File: src/rcr_map.svh
// Purpose: Register offsets, field positions and reset values of the reset cause recorder
// Assumes: APB byte addresses, one 32-bit word per register
// Notes:   Shared by the package users and the design
`ifndef RCR_MAP_SVH
`define RCR_MAP_SVH

// Register byte offsets
`define RCR_OFS_FLAGS       12'h000
`define RCR_OFS_STATUS      12'h004
`define RCR_OFS_BO_CTRL     12'h008

// Reset cause flag positions
`define RCR_B_STK_OVF       7
`define RCR_B_STK_UNF       6
`define RCR_B_UNUSED        5
`define RCR_B_WDT           4
`define RCR_B_PIN           3
`define RCR_B_INSTR         2
`define RCR_B_POR           1
`define RCR_B_BROWNOUT      0

// CPU status flag positions
`define RCR_B_TIMEOUT       4
`define RCR_B_PWRDN         3

// Brown-out control positions
`define RCR_B_SBOREN        7
`define RCR_B_BORFS         6
`define RCR_B_BORRDY        0

// Reset values and masks
`define RCR_FLAGS_POR       8'h1c
`define RCR_FLAGS_WMASK     8'hdf
`define RCR_BO_CTRL_POR     8'h80
`define RCR_BO_CTRL_WMASK   8'hc0

// Program counter targets
`define RCR_RESET_VECTOR    16'h0000
`define RCR_IRQ_VECTOR      16'h0004

`endif

File: src/rcr_pkg.sv
// Purpose: Types of the reset cause recorder
// Assumes: Nothing beyond SystemVerilog
// Notes:   Constants live in rcr_map.svh
package rcr_pkg;
  typedef logic [7:0]  rcr_reg_t;
  typedef logic [31:0] rcr_word_t;
  typedef logic [11:0] rcr_addr_t;
endpackage

File: src/rcr_top.sv
// Purpose: Records reset and wake causes, loads the program counter after each reset or wake
// Assumes: Event inputs are one-cycle pulses synchronous to pclk; presetn is power-on reset
// Notes:   APB slave with zero wait states; registers at offsets 0x0, 0x4, 0x8
`include "rcr_map.svh"

module rcr_top #(
  parameter int PC_W = 15
) (
  input  wire logic                  pclk,
  input  wire logic                  presetn,
  input  wire logic                  psel,
  input  wire logic                  penable,
  input  wire logic                  pwrite,
  input  wire rcr_pkg::rcr_addr_t    paddr,
  input  wire rcr_pkg::rcr_word_t    pwdata,
  output rcr_pkg::rcr_word_t         prdata,
  output logic                       pready,
  output logic                       pslverr,
  input  wire logic                  bor_detect,
  input  wire logic                  lowpower_brownout,
  input  wire logic                  wdt_timeout,
  input  wire logic                  ext_pin_reset,
  input  wire logic                  reset_instr,
  input  wire logic                  stack_overflow,
  input  wire logic                  stack_underflow,
  input  wire logic                  irq_wake,
  input  wire logic                  sleeping,
  input  wire logic                  global_irq_enable,
  input  wire logic                  stack_fault_reset_enable,
  input  wire logic                  borrdy,
  input  wire logic [PC_W-1:0]       cur_pc,
  output logic                       pc_load,
  output logic [PC_W-1:0]            pc_value,
  output logic                       irq_vector_req,
  output logic                       core_reset,
  output logic                       timeout_bit_n,
  output logic                       powerdown_bit_n,
  output logic                       sw_bor_enable,
  output logic                       bor_fast_start
);
  import rcr_pkg::*;

  rcr_reg_t        flags;
  rcr_reg_t        next_flags;
  logic            next_tmo;
  logic            next_pwrdn;
  rcr_reg_t        boctl;
  rcr_word_t       next_rdata;

  // Bus decode
  wire             setup_ph   = psel & ~penable;
  wire             access_ph  = psel & penable;
  wire             hit_flags  = (paddr == `RCR_OFS_FLAGS);
  wire             hit_status = (paddr == `RCR_OFS_STATUS);
  wire             hit_boctl  = (paddr == `RCR_OFS_BO_CTRL);
  wire             hit_any    = hit_flags | hit_status | hit_boctl;
  wire             wr_flags   = access_ph & pwrite & hit_flags;
  wire             wr_boctl   = access_ph & pwrite & hit_boctl;

  // Event decode
  wire             brownout    = bor_detect | lowpower_brownout;
  wire             wdt_rst     = wdt_timeout & ~sleeping;
  wire             wdt_wake    = wdt_timeout & sleeping;
  wire             irq_wk      = irq_wake & sleeping;
  wire             stk_ovf_rst = stack_overflow & stack_fault_reset_enable;
  wire             stk_unf_rst = stack_underflow & stack_fault_reset_enable;
  wire             any_reset   = brownout | wdt_rst | ext_pin_reset | reset_instr
                                 | stk_ovf_rst | stk_unf_rst;
  wire             any_wake    = (wdt_wake | irq_wk) & ~any_reset;
  wire             irq_vec     = irq_wk & global_irq_enable & ~any_reset & ~wdt_wake;

  // Register read views
  wire rcr_reg_t   status_view = {3'b000, timeout_bit_n, powerdown_bit_n, 3'b000};
  wire rcr_reg_t   boctl_view  = {boctl[7:6], 5'b0_0000, borrdy};

  // Pass-through of the pc increment at controller width
  function automatic logic [PC_W-1:0] inc_pc(input logic [PC_W-1:0] pc);
    inc_pc = pc + PC_W'(1);
  endfunction

  // Next flag values: firmware write first, hardware events after so they win;
  // a reset in the same cycle keeps a wake from touching the status bits
  always_comb begin
    next_flags = flags;
    next_tmo   = timeout_bit_n;
    next_pwrdn = powerdown_bit_n;
    if (wr_flags) begin
      next_flags = pwdata[7:0] & `RCR_FLAGS_WMASK;
    end
    if (stk_ovf_rst) begin
      next_flags[`RCR_B_STK_OVF] = 1'b1;
    end
    if (stk_unf_rst) begin
      next_flags[`RCR_B_STK_UNF] = 1'b1;
    end
    if (reset_instr) begin
      next_flags[`RCR_B_INSTR] = 1'b0;
    end
    if (ext_pin_reset) begin
      next_flags[`RCR_B_PIN] = 1'b0;
      if (sleeping) begin
        next_tmo   = 1'b1;
        next_pwrdn = 1'b0;
      end
    end
    if (irq_wk && !any_reset) begin
      next_tmo   = 1'b1;
      next_pwrdn = 1'b0;
    end
    if (wdt_wake && !any_reset) begin
      next_tmo   = 1'b0;
      next_pwrdn = 1'b0;
    end
    if (wdt_rst) begin
      next_flags[`RCR_B_WDT] = 1'b0;
      next_tmo               = 1'b0;
    end
    if (brownout) begin
      next_flags[`RCR_B_STK_OVF]  = 1'b0;
      next_flags[`RCR_B_STK_UNF]  = 1'b0;
      next_flags[`RCR_B_PIN]      = 1'b1;
      next_flags[`RCR_B_INSTR]    = 1'b1;
      next_flags[`RCR_B_BROWNOUT] = 1'b0;
      next_tmo                    = 1'b1;
      next_pwrdn                  = 1'b1;
    end
  end

  // Read data mux
  always_comb begin
    next_rdata = 32'h0000_0000;
    if (hit_flags) begin
      next_rdata[7:0] = flags;
    end else if (hit_status) begin
      next_rdata[7:0] = status_view;
    end else if (hit_boctl) begin
      next_rdata[7:0] = boctl_view;
    end
  end

  // Flag and status registers; power-on loads the fixed pattern
  always_ff @(posedge pclk or negedge presetn) begin
    if (!presetn) begin
      flags           <= `RCR_FLAGS_POR;
      timeout_bit_n   <= 1'b1;
      powerdown_bit_n <= 1'b1;
    end else begin
      flags           <= next_flags;
      timeout_bit_n   <= next_tmo;
      powerdown_bit_n <= next_pwrdn;
    end
  end

  // Brown-out control register
  always_ff @(posedge pclk or negedge presetn) begin
    if (!presetn) begin
      boctl <= `RCR_BO_CTRL_POR;
    end else if (wr_boctl) begin
      boctl <= pwdata[7:0] & `RCR_BO_CTRL_WMASK;
    end
  end

  assign sw_bor_enable  = boctl[`RCR_B_SBOREN];
  assign bor_fast_start = boctl[`RCR_B_BORFS];

  // Program counter load after reset or wake
  always_ff @(posedge pclk or negedge presetn) begin
    if (!presetn) begin
      pc_load        <= 1'b1;
      pc_value       <= PC_W'(`RCR_RESET_VECTOR);
      irq_vector_req <= 1'b0;
      core_reset     <= 1'b1;
    end else begin
      pc_load        <= any_reset | any_wake;
      pc_value       <= any_reset ? PC_W'(`RCR_RESET_VECTOR) : inc_pc(cur_pc);
      irq_vector_req <= irq_vec;
      core_reset     <= any_reset;
    end
  end

  // APB answer: zero wait states, data captured in the setup cycle
  always_ff @(posedge pclk or negedge presetn) begin
    if (!presetn) begin
      prdata <= 32'h0000_0000;
    end else if (setup_ph && !pwrite) begin
      prdata <= next_rdata;
    end
  end

  assign pready  = access_ph;
  assign pslverr = access_ph & ~hit_any;

  // Checks
  property p_wdt_reset;
    @(posedge pclk) disable iff (!presetn)
    wdt_rst && !brownout |=> !flags[`RCR_B_WDT] && !timeout_bit_n
                             && powerdown_bit_n == $past(powerdown_bit_n);
  endproperty
  a_wdt_reset: assert property (p_wdt_reset) else $error("watchdog reset not recorded");

  property p_pin_reset;
    @(posedge pclk) disable iff (!presetn)
    ext_pin_reset && !brownout |=> !flags[`RCR_B_PIN]
      ##1 !flags[`RCR_B_PIN] || $past(wr_flags) || $past(brownout);
  endproperty
  a_pin_reset: assert property (p_pin_reset) else $error("pin reset flag not cleared");

  property p_instr_reset;
    @(posedge pclk) disable iff (!presetn)
    reset_instr && wr_flags && !brownout |=> !flags[`RCR_B_INSTR];
  endproperty
  a_instr_reset: assert property (p_instr_reset) else $error("write beat hardware clear");

  property p_stack_ovf;
    @(posedge pclk) disable iff (!presetn)
    stack_overflow && stack_fault_reset_enable && !brownout
      |=> flags[`RCR_B_STK_OVF] && core_reset && pc_value == '0;
  endproperty
  a_stack_ovf: assert property (p_stack_ovf) else $error("stack overflow not recorded");

  property p_stack_gate;
    @(posedge pclk) disable iff (!presetn)
    (stack_overflow || stack_underflow) && !stack_fault_reset_enable && !brownout && !wdt_timeout
      && !ext_pin_reset && !reset_instr && !irq_wake && !wr_flags |=> $stable(flags) && !core_reset;
  endproperty
  a_stack_gate: assert property (p_stack_gate) else $error("stack fault acted while disabled");

  property p_reset_vector;
    @(posedge pclk) disable iff (!presetn)
    any_reset |=> pc_load && pc_value == PC_W'(`RCR_RESET_VECTOR) && !irq_vector_req;
  endproperty
  a_reset_vector: assert property (p_reset_vector) else $error("reset did not load zero");

  property p_wdt_wake;
    @(posedge pclk) disable iff (!presetn)
    wdt_wake && !any_reset && !wr_flags
      |=> !timeout_bit_n && !powerdown_bit_n && $stable(flags)
          && pc_value == inc_pc($past(cur_pc));
  endproperty
  a_wdt_wake: assert property (p_wdt_wake) else $error("watchdog wake mishandled");

  property p_irq_wake;
    @(posedge pclk) disable iff (!presetn)
    irq_wk && !any_reset && !wdt_wake && !wr_flags
      |=> timeout_bit_n && !powerdown_bit_n && $stable(flags)
          && irq_vector_req == $past(global_irq_enable);
  endproperty
  a_irq_wake: assert property (p_irq_wake) else $error("interrupt wake mishandled");

  property p_brownout;
    @(posedge pclk) disable iff (!presetn)
    (bor_detect || lowpower_brownout)
      |=> flags[7:6] == 2'b00 && flags[`RCR_B_BROWNOUT] == 1'b0 && flags[3:2] == 2'b11
          && timeout_bit_n && powerdown_bit_n && core_reset;
  endproperty
  a_brownout: assert property (p_brownout) else $error("brown-out pattern wrong");

  property p_unused_bit;
    @(posedge pclk) disable iff (!presetn)
    psel && penable && hit_flags && !pwrite |-> prdata[`RCR_B_UNUSED] == 1'b0;
  endproperty
  a_unused_bit: assert property (p_unused_bit) else $error("bit five read non-zero");

  property p_por_never_set;
    @(posedge pclk) disable iff (!presetn)
    !flags[`RCR_B_POR] && !wr_flags |=> !flags[`RCR_B_POR];
  endproperty
  a_por_never_set: assert property (p_por_never_set) else $error("power-on flag set by hw");

endmodule

File: config.mk
export PLATFORM = sky130hd
export DESIGN_NAME = rcr_top
export DESIGN_NICKNAME = d
export VERILOG_FILES = /design/src/rcr_pkg.sv /design/src/rcr_top.sv
export VERILOG_INCLUDE_DIRS = /design/src
export SDC_FILE = /design/constraint.sdc
export NUM_CORES = 1
export LEC_CHECK = 0
export BUFFER_PORTS_ARGS = -buffer_cell sky130_fd_sc_hd__clkbuf_2
export CAP_MARGIN = 30
export CORE_MARGIN = 2
export CORE_UTILIZATION = 45
export CTS_BUF_LIST = sky130_fd_sc_hd__clkbuf_16
export DETAILED_ROUTE_END_ITERATION = 10
export HOLD_SLACK_MARGIN = 0.02
export MAX_ROUTING_LAYER = met4
export PLACE_DENSITY = 0.95
export SKIP_CTS_REPAIR_TIMING = 1
export SLEW_MARGIN = 20
export SYNTH_ARGS = -nofsm -noshare
export SYNTH_HDL_FRONTEND = slang
export SYNTH_SLANG_ARGS = --single-unit
File: constraint.sdc
create_clock -name pclk -period 2.6 [get_ports pclk]
set_input_delay 0.13 -clock pclk [delete_from_list [all_inputs] [get_ports pclk]]
set_output_delay 0.13 -clock pclk [all_outputs]
set_load 0.1 [all_outputs]
==> reports/summary.md, run 1 <==
The clock arrives with 0.0008052 ns of skew. The synthesized design contains 0 enable-type register cells. Counting cells, the worst reg-to-reg path comes to 2.

After detailed routing, the number of remaining DRC violations is 0. CTS saw 36 sinks. For the largest vdd supply drop, the log shows 241.5 uV. For this block, the initial DRC count from the detailed router was 77. Setup slack on the worst reg-to-reg path comes out at 1.63 ns. The cell at the slowest stage of the critical path is sky130_fd_sc_hd__nor4_4.

For the max-slew violation count, the log shows 0. CTS built an H-tree with a depth of 2. Yosys printed 0 warnings. The fraction of layout cells with a size suffix above 1 was 0.3827; the starting utilization of the core area was 0.4624.

After synthesis, the cell types taking the most area are sky130_fd_sc_hd__dfrtp_1 (35%), sky130_fd_sc_hd__dfstp_2 (11%), sky130_fd_sc_hd__buf_4 (9.8%). Routability-driven placement finished with a final weighted congestion of 0.8955. The first global-routing pass estimated 6941 um of wire. Walking the worst path, the cells encountered are clkbuf_2 > nor4_4 > nand3_1 > a21oi_1 > nor2b_1 > clkbuf_2. The part of the Yosys area used for sequential elements was 0.4556.

The biggest cell delay along the critical path works out to 0.36 ns. The kind of cell with the highest combined delay along the critical path is simple AND/OR/NAND/NOR gates. The tools report the number of global-route vias before repair as 1523. The worst hold-check path type is input pin to flop. The run gives 0.1852 as the total track usage. At the later pin of the worst-skew pair, clock insertion delay measures 0.27 ns.

The post-synthesis cell type with the largest combined area is sky130_fd_sc_hd__dfrtp_1. The tools report the normalized max-slew margin as 0.6233. The flow ran to the end, and the final reports show no timing, DRC or antenna violations.

In this run the horizontal extent of the chip is 70.66 um. The number of buffer and inverter stages on the critical path was 2. The power density of the placed cells came out at 579.1 nW/um^2. The worst setup path is launched from an input pin. The share of async-settable or async-resettable flops after synthesis came out at 1.000. The critical hold path startpoint was wdt_timeout.

For the die outline area, the log shows 4992 sq um. The endpoint identified for the worst register-to-register timing path is flags[2]$_DFFE_PN1P_. In this run, distinct cell masters in the synthesized netlist total 50.

The number of instances in the synthesized netlist came out at 191. The worst setup path is captured at an output port. Among the stages of the critical path, the cell type that occurs most often is sky130_fd_sc_hd__clkbuf_2. The run gives 0 as the max capacitance violation total. The startpoint of the most critical register-to-register path was flags[2]$_DFFE_PN1P_.

For this run, the top clock speed supported by timing is 0.6798 GHz. After floorplanning, the core was sized to cover 4324 sq um. After clock tree synthesis, the clock-pin slew on the worst setup and hold paths is 0.05 ns.

The initialized floorplan defines 24 standard-cell rows. Count of nets left with antenna violations after detail routing: 0. The most used flip-flop cell after synthesis is sky130_fd_sc_hd__dfrtp_1. The final critical-path share of the clock period is 0.5658, and the die extent in y is 70.66 um.

The number of cells on the worst hold path came out at 2. The final net count came out at 353. Data on the critical path is required at its endpoint by 2.47 ns. The post-detailed-placement half-perimeter wirelength is 3567 um. Start-to-end type of the worst setup path: input pin to output port.

The aggregate negative setup slack was 0 ns. The count of inserted antenna diode cells came out at 0. TritonCTS built the clock tree. In the final routed layout, each cell accounts on average for 13.68 um. Along the worst path, the maximum fanout reaches 5. Setup repair after global routing left no endpoint under its margin. The via count normalized by instance count is 5.128, and the post-detailed-routing wire length is 4502 um. The leakage power of the design is 1.260 nW, and the number of CTS-inserted buffers is 5. The count of buffers added on input and output ports is 81. In this run the count of I/O pins placed on the die edge is 132.

For this block, the via count after detailed routing is 1687. In this run, synthesis produced a sequential element count of 36. The longest clock path from root to sink contains 2 buffers. The per-instance average area after synthesis came out at 10.47 sq um. The number of antenna violations at the first check in global routing was 0. The post-synthesis instance area came out at 1999 sq um.

Entering global routing, the biggest net connects 37 pins. Share of the synthesized area in the top cell type: 0.3504. Hold is met by 0.04734 ns.

The total setup violations reported at the end of the flow is 0. For the finished layout, the period the worst path requires is 1.471 ns. The transition time of the tightest slew-check pin came out at 0.5674 ns.

The destination of the worst hold path is timeout_bit_n$_DFFE_PN1P_. The logs give 0 for the total grt overflow and 4 for the length of the first detailed-routing pass in iterations. The critical path data arrival time was 1.34 ns; the final number of hold-violating endpoints was 0. The relative area change from synthesis to final layout was 26.28%.

The root buffer cell chosen for the clock tree is sky130_fd_sc_hd__clkbuf_16.
[metal layers]
metal / vias to the layer above / GRT usage / share of wire
li1: 810 / - / -
met1: 792 / 0.2200 / 0.40
met2: 80 / 0.3029 / 0.51
met3: 5 / 0.05128 / 0.086
met4: 0 / 0.06709 / 0.0080
met5: - / - / 0
[area by class of cell]
class                           instances  area [sq um]
Fill cell                             388          1799
Multi-Input combinational cell        146         954.7
Sequential cell                        36         910.9
Timing Repair Buffer                   83         442.9
Clock buffer                            5         125.1
Tap cell                               52         65.06
Inverter                                4         15.01
Clock inverter                          3         11.26
[report_power, final]
part / switching, mW / internal, mW / total (mW)
combinational: 0.279 / 0.0610 / 0.340
sequential: 0.00299 / 0.571 / 0.574
clock: 0.204 / 0.344 / 0.548
[logic make-up after synthesis]
| logic type | Yosys count | share of synthesized area |
|---|---|---|
| buffers and inverters | 33 | 0.1120 |
| xor gates and xnor gates | 10 | 0.04380 |
| adders and majority gates | 1 | 0.006257 |
| DFF | 36 | 0.4556 |
| AOI/OAI and AO/OA | 25 | 0.09700 |
| muxes | 6 | 0.03191 |
| other | 1 | 0.001876 |
| and+or+nand+nor | 79 | 0.2516 |
[synth_stat cells (2+ instances only)]
| cell type | n |
|---|---|
| sky130_fd_sc_hd__nor3b_1 | 2 |
| sky130_fd_sc_hd__a211oi_1 | 2 |
| sky130_fd_sc_hd__nand2_1 | 7 |
| sky130_fd_sc_hd__nand3_1 | 8 |
| sky130_fd_sc_hd__mux2i_1 | 3 |
| sky130_fd_sc_hd__buf_4 | 26 |
| sky130_fd_sc_hd__nand3b_1 | 2 |
| sky130_fd_sc_hd__xor2_1 | 4 |
| sky130_fd_sc_hd__and2_1 | 2 |
| sky130_fd_sc_hd__a211o_1 | 2 |
| sky130_fd_sc_hd__buf_2 | 2 |
| sky130_fd_sc_hd__a221o_1 | 3 |
| sky130_fd_sc_hd__dfrtp_1 | 28 |
| sky130_fd_sc_hd__and3_1 | 3 |
| sky130_fd_sc_hd__a211oi_2 | 2 |
| sky130_fd_sc_hd__and2_0 | 5 |
| sky130_fd_sc_hd__nand4_1 | 6 |
| sky130_fd_sc_hd__nor4_4 | 2 |
| sky130_fd_sc_hd__nor3_1 | 4 |
| sky130_fd_sc_hd__nor4_1 | 4 |
| sky130_fd_sc_hd__a22o_1 | 2 |
| sky130_fd_sc_hd__dfstp_2 | 8 |
| sky130_fd_sc_hd__nor2_1 | 20 |
| sky130_fd_sc_hd__xnor2_1 | 6 |
| sky130_fd_sc_hd__o311ai_1 | 2 |
| sky130_fd_sc_hd__inv_1 | 4 |
| sky130_fd_sc_hd__mux2_1 | 2 |
| sky130_fd_sc_hd__a21oi_1 | 5 |
| sky130_fd_sc_hd__nor2b_1 | 2 |
| sky130_fd_sc_hd__o21ai_0 | 3 |
[how the worst max path moves through the flow]
stage | slack [ns] | endpoint | startpoint | cells past startpoint
after floorplan | 0.14 | pslverr | psel | 2
after global placement | 0.98 | flags[1]$_DFFE_PN0P_ | paddr[9] | 4
after detailed placement | 0.95 | flags[1]$_DFFE_PN0P_ | paddr[9] | 4
after CTS | 1.12 | pslverr | paddr[1] | 6
after global routing | 1.03 | pslverr | paddr[9] | 6
final | 1.13 | pslverr | paddr[1] | 6
[state kept, by name (all words and copies together), names as in the netlist]
signal	cells
pc_value	15
flags	7
prdata	7
boctl	2
core_reset	1
irq_vector_req	1
pc_load	1
powerdown_bit_n	1
timeout_bit_n	1
[placed cells by master, fill, tap and decap left out, types with 3 or more instances in the layout]
cell and n:
sky130_fd_sc_hd__nor3_1 4, sky130_fd_sc_hd__nor4_1 4, sky130_fd_sc_hd__and2_0 5, sky130_fd_sc_hd__nand3_1 8
sky130_fd_sc_hd__o21ai_0 3, sky130_fd_sc_hd__nand2_1 7, sky130_fd_sc_hd__xor2_1 4, sky130_fd_sc_hd__clkbuf_16 5
sky130_fd_sc_hd__xnor2_1 6, sky130_fd_sc_hd__a21oi_1 5, sky130_fd_sc_hd__mux2i_1 3, sky130_fd_sc_hd__and3_1 3
sky130_fd_sc_hd__inv_1 6, sky130_fd_sc_hd__nand4_1 6, sky130_fd_sc_hd__dfstp_2 8, sky130_fd_sc_hd__nor2_1 20
sky130_fd_sc_hd__conb_1 25, sky130_fd_sc_hd__a221o_1 3, sky130_fd_sc_hd__clkbuf_2 81, sky130_fd_sc_hd__dfrtp_1 28
[metrics by stage]
| step | total power, mW | std cells | util | setup WS [ns] | cell area (sq um) |
|---|---|---|---|---|---|
| after floorplan | 0.8602 | 215 | - | 0.1363 | 2090 |
| after global placement | 0.9107 | 319 | 0.5437 | 0.9753 | 2351 |
| after detailed placement | 0.9157 | 319 | 0.5437 | 0.9467 | 2351 |
| after CTS | 1.468 | 327 | 0.5752 | 1.117 | 2487 |
| after global routing | 1.519 | 329 | 0.5839 | 1.026 | 2525 |
| final | 1.462 | 329 | 0.5839 | 1.129 | 2525 |
No activity file was read; power rests on OpenSTA's default activity.
==> run 2, diff against run 1 <==
Settings changed: CORE_UTILIZATION 45 to 42, PLACE_DENSITY 0.95 to 0.91.
Clock period 2.6 ns to 1.4 ns, I/O delays scaled along.
==> run 2 against run 1 <==
Sequential cell count did not move. Via count rose by 2.2%. Count of clock-buffer cells in the layout did not move. Sequential share of layout area fell by 1.8 points. Register-to-register slack got worse by 1.2 ns. Routed wire length barely moved. Sequential power rose by 86%. Combinational power rose by 91%. Die area rose by 6.7%. Final area rose by 5.3%.
==> reports/summary.md, run 2 (synthesized netlist as in run 1, its figures left out) <==
The signal on the critical path passes through buf_4. The worst hold-check path type was input pin to flop. The worst-case setup slack after placement came out at -0.05729 ns. Cell at the root of the clock tree: sky130_fd_sc_hd__clkbuf_16. The max-slew violation count came out at 0.

In this run the count of I/O pins placed on the die edge is 132. The count of input and output buffers came out at 81. The fraction of layout cells with a size suffix above 1 was 0.4187; the achievable clock frequency was 0.8337 GHz. The number of global-route vias before repair is 1634, and the depth of the most critical reg-to-reg path is 2. The number of buffer and inverter stages on the critical path is 1, and the number of CTS-inserted buffers is 5. TritonCTS built the clock tree. The minimum clock period after layout came out at 1.199 ns. More flip-flops sit in one register than any other, and that register is pc_value. The core region is 4661 sq um. The tools report the post-route core utilization as 0.5702. Length of the first detailed-routing pass in iterations: 4. The worst setup path is launched from a flop. The total DRC errors in the routed layout came out at 0. The worst clock skew came out at 0.001390 ns.

The final critical-path share of the clock period was 0.8567; the first-iteration detailed-routing DRC count was 40. The launch point of the worst path was powerdown_bit_n$_DFFE_PN1P_. The critical path is of the flop to output port type.

In the final layout, the registers with the most flip-flops are pc_value: 15 flops, flags: 7 flops, prdata: 7 flops. Data on the critical path arrives at its endpoint at 1.13 ns. The first global-routing pass estimated 7134 um of wire. In the layout the commonest cells are sky130_fd_sc_hd__clkbuf_2 (75), sky130_fd_sc_hd__dfrtp_1 (28), sky130_fd_sc_hd__conb_1 (25), sky130_fd_sc_hd__nor2_1 (20), sky130_fd_sc_hd__buf_4 (15).

The biggest cell delay along the critical path was 0.56 ns; the post-detailed-placement half-perimeter wirelength was 3667 um. The congestion estimate from routability-driven global placement came to 0.8390. From synthesis to final layout, the design area changed by 32.92%.

The longest clock path from root to sink contains 2 buffers. Starting utilization of the core area: 0.4290. The library cell used most frequently in the layout, excluding fill and tap cells, is sky130_fd_sc_hd__clkbuf_2. In the post-route analysis, the smallest setup slack over all paths is 0.2006 ns.

The die width works out to 73.00 um. The most critical setup path has its endpoint at powerdown_bit_n. For the non-filler instance count after layout, the log shows 343. The finished layout cell area came out at 2658 sq um. The run gives 0 as the number of antenna violations at the first check in global routing. The startpoint identified for the worst register-to-register timing path is flags[3]$_DFFE_PN1P_.

The logs give 0.1807 for the total track usage and 2.746 mW for the overall power. In the final timing run, aggregate negative setup slack is 0 ns. The detail route stage leaves a number of antenna-violating nets equal to 0.

The area after detailed placement was 2485 sq um. The critical path depth was 1; the largest vdd supply drop was 451.5 uV. The flow ran to the end, and the final reports show no timing, DRC or antenna violations. For the pin with the worst max-slew slack, the measured transition is 0.5550 ns. After clock tree synthesis, the clock-pin slew on the worst setup and hold paths is 0.05 ns. The die outline area came out at 5328 sq um. In this run the static leakage power is 1.324 nW. The tool flagged a number of max-cap violations equal to 0. On the final layout, the worst hold slack is 0.01805 ns.

The tools report the total via count after detailed routing as 1724. The die is 73.00 um tall. The critical register-to-register path endpoint is flags[3]$_DFFE_PN1P_. Setup repair after global routing left no endpoint under its margin.

In the final design database the tool counted 365 nets. The kind of end point of the critical path was an output port. Counting every sink on the clock net gives 36. Setup violations remaining at the end of the flow were counted as 0. The initialized floorplan defines 25 standard-cell rows.

Clock latency on the worst-skew pair, taken at its later pin, is 0.28 ns. The post-detailed-routing wire length is 4504 um. The logs give 0.45 ns for the setup slack of the worst register-to-register path and 0.6315 for the normalized max-slew margin. STA puts the critical path data required time at 1.33 ns. The total overflow left after global routing is 0. The worst-path maximum fanout works out to 3.

The via count normalized by instance count was 5.026. The largest individual stage delay along the critical path comes from the cell sky130_fd_sc_hd__dfstp_2. The level count of the clock H-tree came out at 2. Flip-flop count of the largest register after layout: 15. Power spread over the standard cell area amounts to 1033 nW/um^2. The repair_antennas step left the layout with diodes totalling 0. In the final routed layout, each cell accounts on average for 13.13 um. On the critical path the largest part of the delay comes from flip-flops. Counting tap cells, the placed design contains a total of 332 instances. For the final number of hold-violating endpoints, the log shows 0. The maximum number of pins on one net before global-route repair is 37.
## run 2: cell count changes in the layout (fill, tap and decap cells not counted), sizes merged
cell	previous run	this run
clkinv	1	3
clkbuf	86	80
buf	1	17
inv	6	4
dlygate4sd3	1	3
## run 2: cell type report
class / count / area [sq um]
Fill cell: 417 / 2003
Multi-Input combinational cell: 146 / 967.2
Sequential cell: 36 / 910.9
Timing Repair Buffer: 95 / 558.0
Clock buffer: 5 / 125.1
Tap cell: 54 / 67.56
Inverter: 4 / 15.01
Clock inverter: 3 / 13.76
## run 2: report_power, final
group          total (mW)  switching, mW  internal [mW]  leakage, nW
clock network        1.03          0.386          0.645       0.0710
logic               0.648          0.517          0.131        0.779
registers            1.07        0.00697           1.06        0.474
## run 2: routing by layer
metal	share of wire	track usage
met5	0	-
met4	0.0069	0.05761
met3	0.075	0.05110
met2	0.52	0.3193
met1	0.40	0.1940
## run 2: worst min-delay path by stage
stage                     start                     to  depth (start not counted)
detailed placement      presetn  prdata[6]$_DFFE_PN0P_                          2
global route        reset_instr   flags[2]$_DFFE_PN1P_                          2
finish              reset_instr   flags[2]$_DFFE_PN1P_                          2
floorplan               presetn   boctl[6]$_DFFE_PN0P_                          0
global placement        presetn  prdata[7]$_DFFE_PN0P_                          2
CTS                     presetn  prdata[6]$_DFFE_PN0P_                          2
